$ cat config.mk
export PLATFORM = sky130hd
export DESIGN_NAME = pff_pause_filter
export DESIGN_NICKNAME = d
export VERILOG_FILES = /design/src/hdl/pff_pkg.sv /design/src/hdl/pff_quanta_timer.sv /design/src/hdl/pff_pause_filter.sv
export SDC_FILE = /design/constraint.sdc
export NUM_CORES = 1
export LEC_CHECK = 0
export BUFFER_PORTS_ARGS = -buffer_cell sky130_fd_sc_hd__buf_2
export CAP_MARGIN = 40
export CORE_ASPECT_RATIO = 1.4
export CORE_UTILIZATION = 49
export CTS_CLUSTER_SIZE = 10
export DETAILED_ROUTE_END_ITERATION = 8
export PLACE_DENSITY_LB_ADDON = 0.3
export REMOVE_ABC_BUFFERS = 1
export SETUP_SLACK_MARGIN = 0.05
export SLEW_MARGIN = 20
export SYNTH_ARGS = -nofsm -noshare
export SYNTH_HDL_FRONTEND = slang
export SYNTH_SLANG_ARGS = --single-unit
$ cat constraint.sdc
create_clock -name aclk -period 2 [get_ports aclk]
set_input_delay 0.3 -clock aclk [delete_from_list [all_inputs] [get_ports aclk]]
set_output_delay 0.3 -clock aclk [all_outputs]
set_load 0.02 [all_outputs]
$ cat src/hdl/pff_pkg.sv
// Summary of operation
// Client dropping its request sends an XON after the current frame ends.
// Software clearing a bit of the pause request register also sends an XON.
// Rising request level sends one XOFF when that class's transmit pause enable is set.
// With retransmission on, XOFF repeats each hold-off period while requested.
// An address-matched received pause sets the pause match output bit of its queue.
// Request and match vectors are N wide; standard flow control has N of one.
// Processing disabled stops received pauses touching transmit; enabled after reset.
// Enabled processing compares destination against the 48-bit programmed address.
// The programmed address may be individual, multicast or broadcast.
// Standard mode TX ignores RX pause while honour bit is 0; resets to 1.
// Pass-through bit controls forwarding of matched pauses; off after reset.
// Non-matching pause frames always reach the RX client.
// Processing disabled drops matching pause frames with type 8808, opcode 1.
// Enabled and matched, each received pause raises a request to TX.
// Only pauses to the pause multicast or programmed address are acted upon.
// Matched pause reaches the client only with pass-through on.
// PFC, or standard with honour set, holds TX off on an RX pause request.
// Pass-through never changes pause behaviour on either side.
// Pass-through decision applies equally to runt and bad FCS pauses.
// Strict variant never processes standard runt or bad FCS pauses.
// Pause time counts in quanta of 512 bit times.
// Rising request sends XOFF once the current frame transmission completes.
// Pause match bits stay high while the received pause period runs.
package pff_pkg;
    localparam int NQ_PFC = 8;
    localparam int ADDR_W = 14;
    localparam logic [15:0] PAUSE_ETHERTYPE = 16'h8808;
    localparam logic [15:0] OPC_STD = 16'h0001;
    localparam logic [15:0] OPC_PFC = 16'h0101;
    localparam logic [47:0] PAUSE_MCAST = 48'h0180C2000001;
    localparam logic [11:0] IDX_CTRL = 12'h700;
    localparam logic [11:0] IDX_TXEN = 12'h701;
    localparam logic [11:0] IDX_SWREQ = 12'h702;
    localparam logic [11:0] IDX_HOLDOFF = 12'h703;
    localparam logic [11:0] IDX_STATUS = 12'h704;
    localparam logic [11:0] IDX_ADDR_LO = 12'h707;
    localparam logic [11:0] IDX_ADDR_HI = 12'h708;
    localparam int CTRL_PROC_BIT = 0;
    localparam int CTRL_FWD_BIT = 1;
    localparam int CTRL_HONOUR_BIT = 2;
    localparam int CTRL_RETX_BIT = 3;
    localparam logic [3:0] CTRL_RESET = 4'h5;
    localparam logic [7:0] TXEN_RESET = 8'hFF;
    localparam logic [7:0] SWREQ_RESET = 8'h00;
    localparam logic [15:0] HOLDOFF_RESET = 16'h00FF;
    localparam logic [31:0] ADDR_LO_RESET = 32'h00000000;
    localparam logic [15:0] ADDR_HI_RESET = 16'h0000;
    localparam int QUANTUM_BITS = 512;
    localparam int LINK_GBPS = 40;
    localparam int QUANTUM_PS = QUANTUM_BITS * 1000 / LINK_GBPS;
    localparam int CLK_PS = 10000;
    localparam int QUANTUM_CYCLES = (QUANTUM_PS + CLK_PS - 1) / CLK_PS;
    localparam logic [1:0] RESP_OKAY = 2'b00;
    localparam logic [1:0] RESP_SLVERR = 2'b10;

    typedef struct packed {
        logic [47:0] da;
        logic [15:0] ethertype;
        logic [15:0] opcode;
        logic [7:0] prio_en;
        logic [15:0] quanta;
        logic bad;
    } pff_rx_desc_t;

    typedef struct packed {
        logic xon;
        logic [2:0] cls;
    } pff_tx_cmd_t;

    typedef enum logic [1:0] {
        TX_IDLE = 2'b00,
        TX_WAIT = 2'b01,
        TX_SEND = 2'b10
    } pff_txst_t;
endpackage

$ cat src/hdl/pff_quanta_timer.sv
`timescale 1ns/1ps
`default_nettype none
module pff_quanta_timer
    import pff_pkg::*;
(
    input wire logic aclk,
    input wire logic aresetn,
    input wire logic tick,
    input wire logic load,
    input wire logic [15:0] load_value,
    output logic running,
    output logic expired
);
    logic [15:0] count;

    // A fresh load overrides whatever remains, so the last quanta received wins.
    always_ff @(posedge aclk) begin
        if (!aresetn) begin
            count <= 16'h0000;
            running <= 1'b0;
            expired <= 1'b0;
        end else if (load) begin
            count <= load_value;
            running <= (load_value != 16'h0000);
            expired <= 1'b0;
        end else if (tick && count != 16'h0000) begin
            count <= count - 16'h0001;
            running <= (count != 16'h0001);
            expired <= (count == 16'h0001);
        end else begin
            expired <= 1'b0;
        end
    end
endmodule
`default_nettype wire

$ cat src/hdl/pff_pause_filter.sv
// Local design decision: the AXI4-Lite slave port.
`timescale 1ns/1ps
`default_nettype none
module pff_pause_filter
    import pff_pkg::*;
#(
    parameter bit PFC_MODE = 1'b0,
    parameter bit STRICT_BAD_DROP = 1'b0,
    localparam int NQ = PFC_MODE ? NQ_PFC : 1
) (
    input wire logic aclk,
    input wire logic aresetn,
    input wire logic [ADDR_W-1:0] s_axi_awaddr,
    input wire logic s_axi_awvalid,
    output logic s_axi_awready,
    input wire logic [31:0] s_axi_wdata,
    input wire logic [3:0] s_axi_wstrb,
    input wire logic s_axi_wvalid,
    output logic s_axi_wready,
    output logic [1:0] s_axi_bresp,
    output logic s_axi_bvalid,
    input wire logic s_axi_bready,
    input wire logic [ADDR_W-1:0] s_axi_araddr,
    input wire logic s_axi_arvalid,
    output logic s_axi_arready,
    output logic [31:0] s_axi_rdata,
    output logic [1:0] s_axi_rresp,
    output logic s_axi_rvalid,
    input wire logic s_axi_rready,
    input wire logic [NQ-1:0] pause_request_in,
    input wire logic tx_frame_busy,
    output pff_tx_cmd_t tx_cmd,
    output logic tx_cmd_valid,
    input wire logic tx_cmd_ready,
    input wire pff_rx_desc_t rx_desc,
    input wire logic rx_desc_valid,
    output logic rx_verdict_valid,
    output logic rx_verdict_deliver,
    output logic [NQ-1:0] pause_match_out,
    output logic [NQ-1:0] tx_pause_hold
);
    function automatic logic [11:0] addr_idx(input logic [ADDR_W-1:0] a);
        return a[ADDR_W-1:2];
    endfunction

    function automatic logic is_mapped(input logic [11:0] idx);
        return idx == IDX_CTRL || idx == IDX_TXEN || idx == IDX_SWREQ ||
               idx == IDX_HOLDOFF || idx == IDX_STATUS ||
               idx == IDX_ADDR_LO || idx == IDX_ADDR_HI;
    endfunction

    function automatic logic [31:0] merge(input logic [31:0] old,
                                          input logic [31:0] data,
                                          input logic [3:0] strb);
        logic [31:0] r;
        r = old;
        for (int i = 0; i < 4; i++) begin
            if (strb[i]) begin
                r[i*8 +: 8] = data[i*8 +: 8];
            end
        end
        return r;
    endfunction

    function automatic logic [2:0] first_set(input logic [7:0] v);
        logic [2:0] r;
        r = 3'h0;
        for (int i = 7; i >= 0; i--) begin
            if (v[i]) begin
                r = 3'(i);
            end
        end
        return r;
    endfunction

    logic [3:0] ctrl;
    logic [7:0] tx_pause_en;
    logic [7:0] sw_req;
    logic [15:0] holdoff;
    logic [31:0] addr_lo;
    logic [15:0] addr_hi;

    logic aw_held;
    logic w_held;
    logic [11:0] aw_idx;
    logic [31:0] w_data;
    logic [3:0] w_strb;
    logic wr_fire;

    logic proc_en;
    logic fwd_en;
    logic honour;
    logic retx_en;

    assign proc_en = ctrl[CTRL_PROC_BIT];
    assign fwd_en = ctrl[CTRL_FWD_BIT];
    assign honour = ctrl[CTRL_HONOUR_BIT];
    assign retx_en = ctrl[CTRL_RETX_BIT];

    // Address and data are taken independently; the write lands once both are held.
    assign s_axi_awready = !aw_held && !s_axi_bvalid;
    assign s_axi_wready = !w_held && !s_axi_bvalid;
    assign wr_fire = aw_held && w_held && !s_axi_bvalid;
    assign s_axi_arready = !s_axi_rvalid;

    always_ff @(posedge aclk) begin
        if (!aresetn) begin
            aw_held <= 1'b0;
            aw_idx <= 12'h000;
        end else if (s_axi_awvalid && s_axi_awready) begin
            aw_held <= 1'b1;
            aw_idx <= addr_idx(s_axi_awaddr);
        end else if (wr_fire) begin
            aw_held <= 1'b0;
        end
    end

    always_ff @(posedge aclk) begin
        if (!aresetn) begin
            w_held <= 1'b0;
            w_data <= 32'h00000000;
            w_strb <= 4'h0;
        end else if (s_axi_wvalid && s_axi_wready) begin
            w_held <= 1'b1;
            w_data <= s_axi_wdata;
            w_strb <= s_axi_wstrb;
        end else if (wr_fire) begin
            w_held <= 1'b0;
        end
    end

    always_ff @(posedge aclk) begin
        if (!aresetn) begin
            s_axi_bvalid <= 1'b0;
            s_axi_bresp <= RESP_OKAY;
        end else if (wr_fire) begin
            s_axi_bvalid <= 1'b1;
            s_axi_bresp <= is_mapped(aw_idx) ? RESP_OKAY : RESP_SLVERR;
        end else if (s_axi_bready) begin
            s_axi_bvalid <= 1'b0;
        end
    end

    always_ff @(posedge aclk) begin
        if (!aresetn) begin
            ctrl <= CTRL_RESET;
            tx_pause_en <= TXEN_RESET;
            sw_req <= SWREQ_RESET;
            holdoff <= HOLDOFF_RESET;
            addr_lo <= ADDR_LO_RESET;
            addr_hi <= ADDR_HI_RESET;
        end else if (wr_fire) begin
            unique case (aw_idx)
                IDX_CTRL: ctrl <= 4'(merge(32'(ctrl), w_data, w_strb));
                IDX_TXEN: tx_pause_en <= 8'(merge(32'(tx_pause_en), w_data, w_strb));
                IDX_SWREQ: sw_req <= 8'(merge(32'(sw_req), w_data, w_strb));
                IDX_HOLDOFF: holdoff <= 16'(merge(32'(holdoff), w_data, w_strb));
                IDX_ADDR_LO: addr_lo <= merge(addr_lo, w_data, w_strb);
                IDX_ADDR_HI: addr_hi <= 16'(merge(32'(addr_hi), w_data, w_strb));
                default: ;
            endcase
        end
    end

    pff_txst_t tx_state;
    logic [NQ-1:0] req_prev;
    logic [NQ-1:0] pend_xoff;
    logic [NQ-1:0] pend_xon;
    logic [NQ-1:0] retx_expired;
    logic [NQ-1:0] rx_running;
    logic [2:0] cls_sel;
    logic sent;
    logic [3:0] qdiv;
    logic qtick;
    logic rx_is_pause;
    logic rx_addr_hit;
    logic rx_bad_block;
    logic rx_act;

    always_ff @(posedge aclk) begin
        if (!aresetn) begin
            s_axi_rvalid <= 1'b0;
            s_axi_rdata <= 32'h00000000;
            s_axi_rresp <= RESP_OKAY;
        end else if (s_axi_arvalid && s_axi_arready) begin
            s_axi_rvalid <= 1'b1;
            s_axi_rresp <= is_mapped(addr_idx(s_axi_araddr)) ? RESP_OKAY : RESP_SLVERR;
            unique case (addr_idx(s_axi_araddr))
                IDX_CTRL: s_axi_rdata <= 32'(ctrl);
                IDX_TXEN: s_axi_rdata <= 32'(tx_pause_en);
                IDX_SWREQ: s_axi_rdata <= 32'(sw_req);
                IDX_HOLDOFF: s_axi_rdata <= 32'(holdoff);
                IDX_STATUS: s_axi_rdata <= {15'h0000, tx_state != TX_IDLE,
                                            8'(tx_pause_hold), 8'(pause_match_out)};
                IDX_ADDR_LO: s_axi_rdata <= addr_lo;
                IDX_ADDR_HI: s_axi_rdata <= 32'(addr_hi);
                default: s_axi_rdata <= 32'h00000000;
            endcase
        end else if (s_axi_rready) begin
            s_axi_rvalid <= 1'b0;
        end
    end

    // One quantum is a little over one clock at this rate, so it rounds up.
    always_ff @(posedge aclk) begin
        if (!aresetn) begin
            qdiv <= 4'h0;
        end else if (qdiv == 4'(QUANTUM_CYCLES - 1)) begin
            qdiv <= 4'h0;
        end else begin
            qdiv <= qdiv + 4'h1;
        end
    end
    assign qtick = (qdiv == 4'(QUANTUM_CYCLES - 1));

    // Pin and register requests combine, so either source can start a pause, but it stops only when both are clear.
    logic [NQ-1:0] req_now;
    assign req_now = pause_request_in | sw_req[NQ-1:0];

    always_ff @(posedge aclk) begin
        if (!aresetn) begin
            req_prev <= '0;
        end else begin
            req_prev <= req_now;
        end
    end

    assign sent = (tx_state == TX_SEND) && tx_cmd_ready;

    genvar n;
    generate
        for (n = 0; n < NQ; n++) begin : g_class
            logic set_xoff;
            logic set_xon;
            logic clr_xoff;
            logic clr_xon;
            logic mine;
            logic rx_load;

            assign mine = sent && (tx_cmd.cls == 3'(n));
            assign set_xoff = tx_pause_en[n] && ((req_now[n] && !req_prev[n]) ||
                              (retx_en && retx_expired[n] && req_now[n]));
            assign set_xon = !req_now[n] && req_prev[n];
            assign clr_xoff = mine && !tx_cmd.xon;
            assign clr_xon = mine && tx_cmd.xon;

            // A new event beats the clear from a frame sent in the same cycle.
            always_ff @(posedge aclk) begin
                if (!aresetn) begin
                    pend_xoff[n] <= 1'b0;
                    pend_xon[n] <= 1'b0;
                end else begin
                    if (set_xoff) begin
                        pend_xoff[n] <= 1'b1;
                    end else if (set_xon || clr_xoff) begin
                        pend_xoff[n] <= 1'b0;
                    end
                    if (set_xon) begin
                        pend_xon[n] <= 1'b1;
                    end else if (set_xoff || clr_xon) begin
                        pend_xon[n] <= 1'b0;
                    end
                end
            end

            pff_quanta_timer u_holdoff (
                .aclk(aclk),
                .aresetn(aresetn),
                .tick(qtick),
                .load(mine),
                .load_value(tx_cmd.xon ? 16'h0000 : holdoff),
                .running(),
                .expired(retx_expired[n])
            );

            assign rx_load = rx_act && (PFC_MODE ? rx_desc.prio_en[n] : 1'b1);

            pff_quanta_timer u_rx_pause (
                .aclk(aclk),
                .aresetn(aresetn),
                .tick(qtick),
                .load(rx_load),
                .load_value(rx_desc.quanta),
                .running(rx_running[n]),
                .expired()
            );
        end
    endgenerate

    // The class is fixed on entry, the XON or XOFF kind only when the link is free.
    always_ff @(posedge aclk) begin
        if (!aresetn) begin
            tx_state <= TX_IDLE;
            cls_sel <= 3'h0;
            tx_cmd <= '0;
        end else begin
            unique case (tx_state)
                TX_IDLE: begin
                    if (|(pend_xoff | pend_xon)) begin
                        cls_sel <= first_set(8'(pend_xoff | pend_xon));
                        tx_state <= TX_WAIT;
                    end
                end
                TX_WAIT: begin
                    if (!tx_frame_busy) begin
                        tx_cmd.cls <= cls_sel;
                        tx_cmd.xon <= 1'(8'(pend_xon) >> cls_sel);
                        tx_state <= TX_SEND;
                    end
                end
                TX_SEND: begin
                    if (tx_cmd_ready) begin
                        tx_state <= TX_IDLE;
                    end
                end
                default: tx_state <= TX_IDLE;
            endcase
        end
    end
    assign tx_cmd_valid = (tx_state == TX_SEND);

    assign rx_is_pause = rx_desc_valid && (rx_desc.ethertype == PAUSE_ETHERTYPE) &&
                         (rx_desc.opcode == (PFC_MODE ? OPC_PFC : OPC_STD));
    assign rx_addr_hit = (rx_desc.da == {addr_hi, addr_lo}) ||
                         (rx_desc.da == PAUSE_MCAST);
    assign rx_bad_block = STRICT_BAD_DROP && !PFC_MODE && rx_desc.bad;
    assign rx_act = rx_is_pause && rx_addr_hit && proc_en && !rx_bad_block;

    // Delivery ignores the bad flag, so runts and bad FCS frames are judged alike.
    always_ff @(posedge aclk) begin
        if (!aresetn) begin
            rx_verdict_valid <= 1'b0;
            rx_verdict_deliver <= 1'b0;
        end else begin
            rx_verdict_valid <= rx_desc_valid;
            rx_verdict_deliver <= !(rx_is_pause && rx_addr_hit) ||
                                  (proc_en && fwd_en);
        end
    end

    assign pause_match_out = rx_running;

    always_ff @(posedge aclk) begin
        if (!aresetn) begin
            tx_pause_hold <= '0;
        end else begin
            tx_pause_hold <= rx_running & {NQ{PFC_MODE || honour}};
        end
    end
endmodule
`default_nettype wire

==> results_tabular.tex <==
\begin{tabular}{lr}
\hline
Metric & Value \\
\hline
\multicolumn{2}{l}{\textbf{Outcome}} \\
Outcome & complete, but fails checks \\
Violated checks & setup timing \\
\multicolumn{2}{l}{\textbf{GRT}} \\
Maximum number of pins on one net before global-route repair & 111 \\
Overall fraction of global-route tracks in use & 0.2930 \\
Vias in the first global route & 9870 \\
Wire length of the first global-routing pass & 48.44 mm \\
Number of antenna violations at the first check in global routing & 0 \\
Final global-route overflow total & 0 \\
\multicolumn{2}{l}{\textbf{Logic synthesis}} \\
Synthesis Warnings & 0 \\
Async SR Flop Fraction & 0 \\
Largest family of logic cells by synthesized area & simple AND/OR/NAND/NOR gates \\
Complex-gate fraction of the synthesized area & 0.1457 \\
Adder-cell share of the synthesized area & 0.009917 \\
Proportion of synthesized chip area in sequential cells & 0.4304 \\
Mapped Avg Cell Area & 8.206 um\^{}2 \\
Share of cell area taken by muxes after synthesis & 0.04376 \\
Post-synthesis share of cell area spent on xor and xnor gates & 0.06334 \\
Area fraction in and, or, nand and nor cells after synthesis & 0.2692 \\
Flops \& latches, synth & 217 \\
Gate count after technology mapping & 1230 \\
Count of distinct cell types in the synthesized netlist & 63 \\
Top FF cell, synth & sky130\_fd\_sc\_hd\_\_dfxtp\_1 \\
Post-Syn Area & 0.01009 mm\^{}2 \\
Number of enable-type register cells in the synthesized netlist & 0 \\
\multicolumn{2}{l}{\textbf{Floorplanning}} \\
Die area & 0.02119 mm\^{}2 \\
Number of core rows & 61 \\
Core Box Area & 0.02000 mm\^{}2 \\
Die Span Y & 171.8 um \\
Effective utilization at floorplan & 0.5048 \\
Number of top-level design ports & 230 \\
Overall die width & 123.3 um \\
\multicolumn{2}{l}{\textbf{Timing}} \\
Count of final setup violators & 25 \\
Pins over their slew limit & 0 \\
Unrepaired setup endpoints after global routing & yes \\
Final critical-path share of the clock period & 1.026 \\
Worst Tran Pin Value & 0.5376 ns \\
Fin crit period & 2.051 ns \\
Hold violation count in the final report & 0 \\
Worst clock skew & 0.01123 ns \\
PnR worst setup slack & -0.05130 ns \\
Relative max-transition margin & 0.6416 \\
Fmax & 487.5 MHz \\
\multicolumn{2}{l}{\textbf{Setup path}} \\
Crit path launch type & register \\
Largest incremental delay on the critical path & 0.54 ns \\
Setup slack, reg-to-reg & -0.05 ns \\
Arr. time, crit path & 2.42 ns \\
Required time of the critical path & 2.36 ns \\
Worst setup path class & reg2reg \\
Maximum fanout along the worst path & 8 \\
Slowest stage cell on the critical path & sky130\_fd\_sc\_hd\_\_or4\_4 \\
Ordered cell list for the critical path & or4\_4 -> buf\_6 -> nor4\_4 -> and3\_2 -> nand2\_1 -> nand2\_1 -> a21oi\_1 \\
Type of element capturing the critical path & register \\
Most used cell along the critical path & sky130\_fd\_sc\_hd\_\_nand2\_1 \\
\multicolumn{2}{l}{\textbf{Clock tree}} \\
Maximum root-to-sink buffer count & 3 \\
Clock latency on the worst-skew pair & 0.51 ns \\
Number of clock buffers inserted by TritonCTS & 25 \\
Clock tree from TritonCTS & done \\
H-Tree Level Count & 1 \\
CTS Root Cell & sky130\_fd\_sc\_hd\_\_clkbuf\_16 \\
Clock input transition at the sequential cells of the worst setup and hold paths & 0.05 ns \\
Clock sink count & 217 \\
\multicolumn{2}{l}{\textbf{Placed design}} \\
Cell total after placement & 1725 \\
Post-DP Area & 0.01204 mm\^{}2 \\
Final weighted congestion in routability-driven placement & 0.9624 \\
Count of buffers from port buffering & 211 \\
Post-detail-place hpwl & 23.34 mm \\
\multicolumn{2}{l}{\textbf{Finish}} \\
Antenna diodes & 0 \\
Area added between synthesis and finish & 30.77\% \\
Share of post-route cells with drive strength above 1 & 0.2873 \\
Post-route cell area & 0.01320 mm\^{}2 \\
Top library cells by usage in the layout, fill and taps aside & sky130\_fd\_sc\_hd\_\_nand2\_1 (279), sky130\_fd\_sc\_hd\_\_buf\_2 (212), sky130\_fd\_sc\_hd\_\_dfxtp\_1 (206), sky130\_fd\_sc\_hd\_\_a21oi\_1 (140), sky130\_fd\_sc\_hd\_\_buf\_4 (80) \\
Leading cell type in the layout, fill and taps excluded & sky130\_fd\_sc\_hd\_\_nand2\_1 \\
Post-Layout Cell Count & 1759 \\
NumNets Final & 1695 \\
\multicolumn{2}{l}{\textbf{Drt}} \\
Detailed-route DRC error count & 0 \\
Number of nets with antenna violations after detailed routing & 0 \\
Average wire per standard cell & 18.00 um \\
Total number of vias & 10140 \\
Iteration count of the initial detailed-routing pass & 6 \\
Violation count after the first detailed-routing iteration & 726 \\
Total wirelength of the detailed-routed design & 31.66 mm \\
Detail-routed via count per cell & 5.766 \\
\multicolumn{2}{l}{\textbf{Power and ir drop}} \\
Total power per unit cell area & 852.4 mW/mm\^{}2 \\
Static Leakage & 5.311 nW \\
Largest vdd supply drop & 0.0005741 V \\
\multicolumn{2}{l}{\textbf{Min path}} \\
Worst min-delay path class & in2reg \\
\multicolumn{2}{l}{\textbf{Job}} \\
Max cap viols & 0 \\
\hline
\end{tabular}
-- per-layer routing --
metal / track usage / wire [um]
met1: 0.3208 / 11950
met2: 0.5310 / 16070
met3: 0.04775 / 2061
met4: 0.1587 / 1577
met5: 0 / 0
-- final timing paths --
path                                      start         end  depth (start not counted)
worst min-delay path            s_axi_wdata[26]  w_data[26]                          3
worst min register to register          qdiv[0]     qdiv[0]                          1
worst max register to register        aw_idx[7]  addr_hi[9]                          7
worst max-delay path                  aw_idx[7]  addr_hi[9]                          7
-- final cells by class --
type / count / area (um^2)
Fill cell: 1687 / 6798
Clock buffer: 27 / 643.1
Multi-Input combinational cell: 936 / 5798
Inverter: 13 / 51.30
Timing Repair Buffer: 314 / 2031
Tap cell: 252 / 315.3
Sequential cell: 217 / 4360
-- worst max-delay path, delay by kind of cell, from the launching register on --
kind	cells	cell delay, ns
DFF	1	0.31
and+or+nand+nor	5	1.38
AOI/OAI and AO/OA	1	0.08
buffers and inverters	1	0.14
-- cells in the mapped netlist, types with 5 or more instances --
library cell | n | area (um^2)
sky130_fd_sc_hd__a211oi_1 | 6 | 45.04
sky130_fd_sc_hd__a222oi_1 | 11 | 110.1
sky130_fd_sc_hd__or4_1 | 6 | 45.04
sky130_fd_sc_hd__a2bb2oi_1 | 5 | 43.79
sky130_fd_sc_hd__o21ai_1 | 10 | 50.05
sky130_fd_sc_hd__nand4_1 | 40 | 250.2
sky130_fd_sc_hd__nand3b_1 | 5 | 37.54
sky130_fd_sc_hd__buf_1 | 5 | 18.77
sky130_fd_sc_hd__and2_1 | 14 | 87.58
sky130_fd_sc_hd__nor2_1 | 57 | 214.0
sky130_fd_sc_hd__nor4b_1 | 11 | 96.34
sky130_fd_sc_hd__or3_1 | 8 | 50.05
sky130_fd_sc_hd__nand3_1 | 46 | 230.2
sky130_fd_sc_hd__ha_1 | 8 | 100.1
sky130_fd_sc_hd__mux2i_1 | 34 | 340.3
sky130_fd_sc_hd__buf_2 | 10 | 50.05
sky130_fd_sc_hd__xnor2_1 | 66 | 578.1
sky130_fd_sc_hd__nor4_1 | 33 | 206.5
sky130_fd_sc_hd__inv_1 | 12 | 45.04
sky130_fd_sc_hd__buf_4 | 12 | 90.09
sky130_fd_sc_hd__clkbuf_1 | 39 | 146.4
sky130_fd_sc_hd__o21ai_0 | 37 | 185.2
sky130_fd_sc_hd__nor2b_1 | 8 | 50.05
sky130_fd_sc_hd__dfxtp_1 | 217 | 4344
sky130_fd_sc_hd__a21oi_1 | 145 | 725.7
sky130_fd_sc_hd__nand2_1 | 283 | 1062
sky130_fd_sc_hd__nor3b_1 | 8 | 60.06
sky130_fd_sc_hd__nor3_1 | 20 | 100.1
sky130_fd_sc_hd__xor2_1 | 7 | 61.31
sky130_fd_sc_hd__a22o_1 | 9 | 78.83
sky130_fd_sc_hd__a221oi_1 | 5 | 43.79
-- per-stage QoR --
stage	power [mW]	setup TNS, ns	setup WS (ns)	utilization	hold WS, ns
2_1_floorplan	6.018	-16.88	-0.4458	-	0.3619
6_report	11.25	-0.5968	-0.05130	0.6601	0.02777
4_1_cts	10.94	-0.7582	-0.04904	0.6389	0.01219
3_3_place_gp	6.955	-12.05	-0.1975	0.6016	0.4357
3_5_place_dp	7.002	-15.69	-0.2278	0.6020	0.4433
5_1_grt	11.76	-7.887	-0.1928	0.6601	0.02456
-- where the power goes --
group	internal [mW]	switching, mW
sequential	4.55	0.192
clock	2.23	1.63
combinational	1.28	1.37
total	8.07	3.19
-- flip-flops by register name, summed over array words and instances (netlist names), 2 cells and up --
name                      count
holdoff                      16
w_strb                        4
g_class.u_holdoff.count      16
aw_idx                       12
w_data                       32
tx_pause_en                   8
ctrl                          4
addr_lo                      32
sw_req                        8
g_class.u_rx_pause.count     16
qdiv                          4
s_axi_rdata                  32
addr_hi                      16
tx_state                      2
-- cells by family (layout without fill, tap and decap cells) --
family,after synthesis,count (layout)
other cells,1,5
fa+ha+maj,8,8
simple gates,560,560
xor+xnor,73,73
mux,39,39
compound gates,251,251
flops,217,217
buf+inv,81,354
-- repair_timing --
item                                    CTS  global route
endpoints found under the hold margin     1             0
endpoints found under the setup margin   96           116
hold buffers                              1             0
resized for setup                        24            78
cloned                                    0             1
buffers inserted                          1             4
pin swaps                                20            27
(Power assumes the default switching activity.)
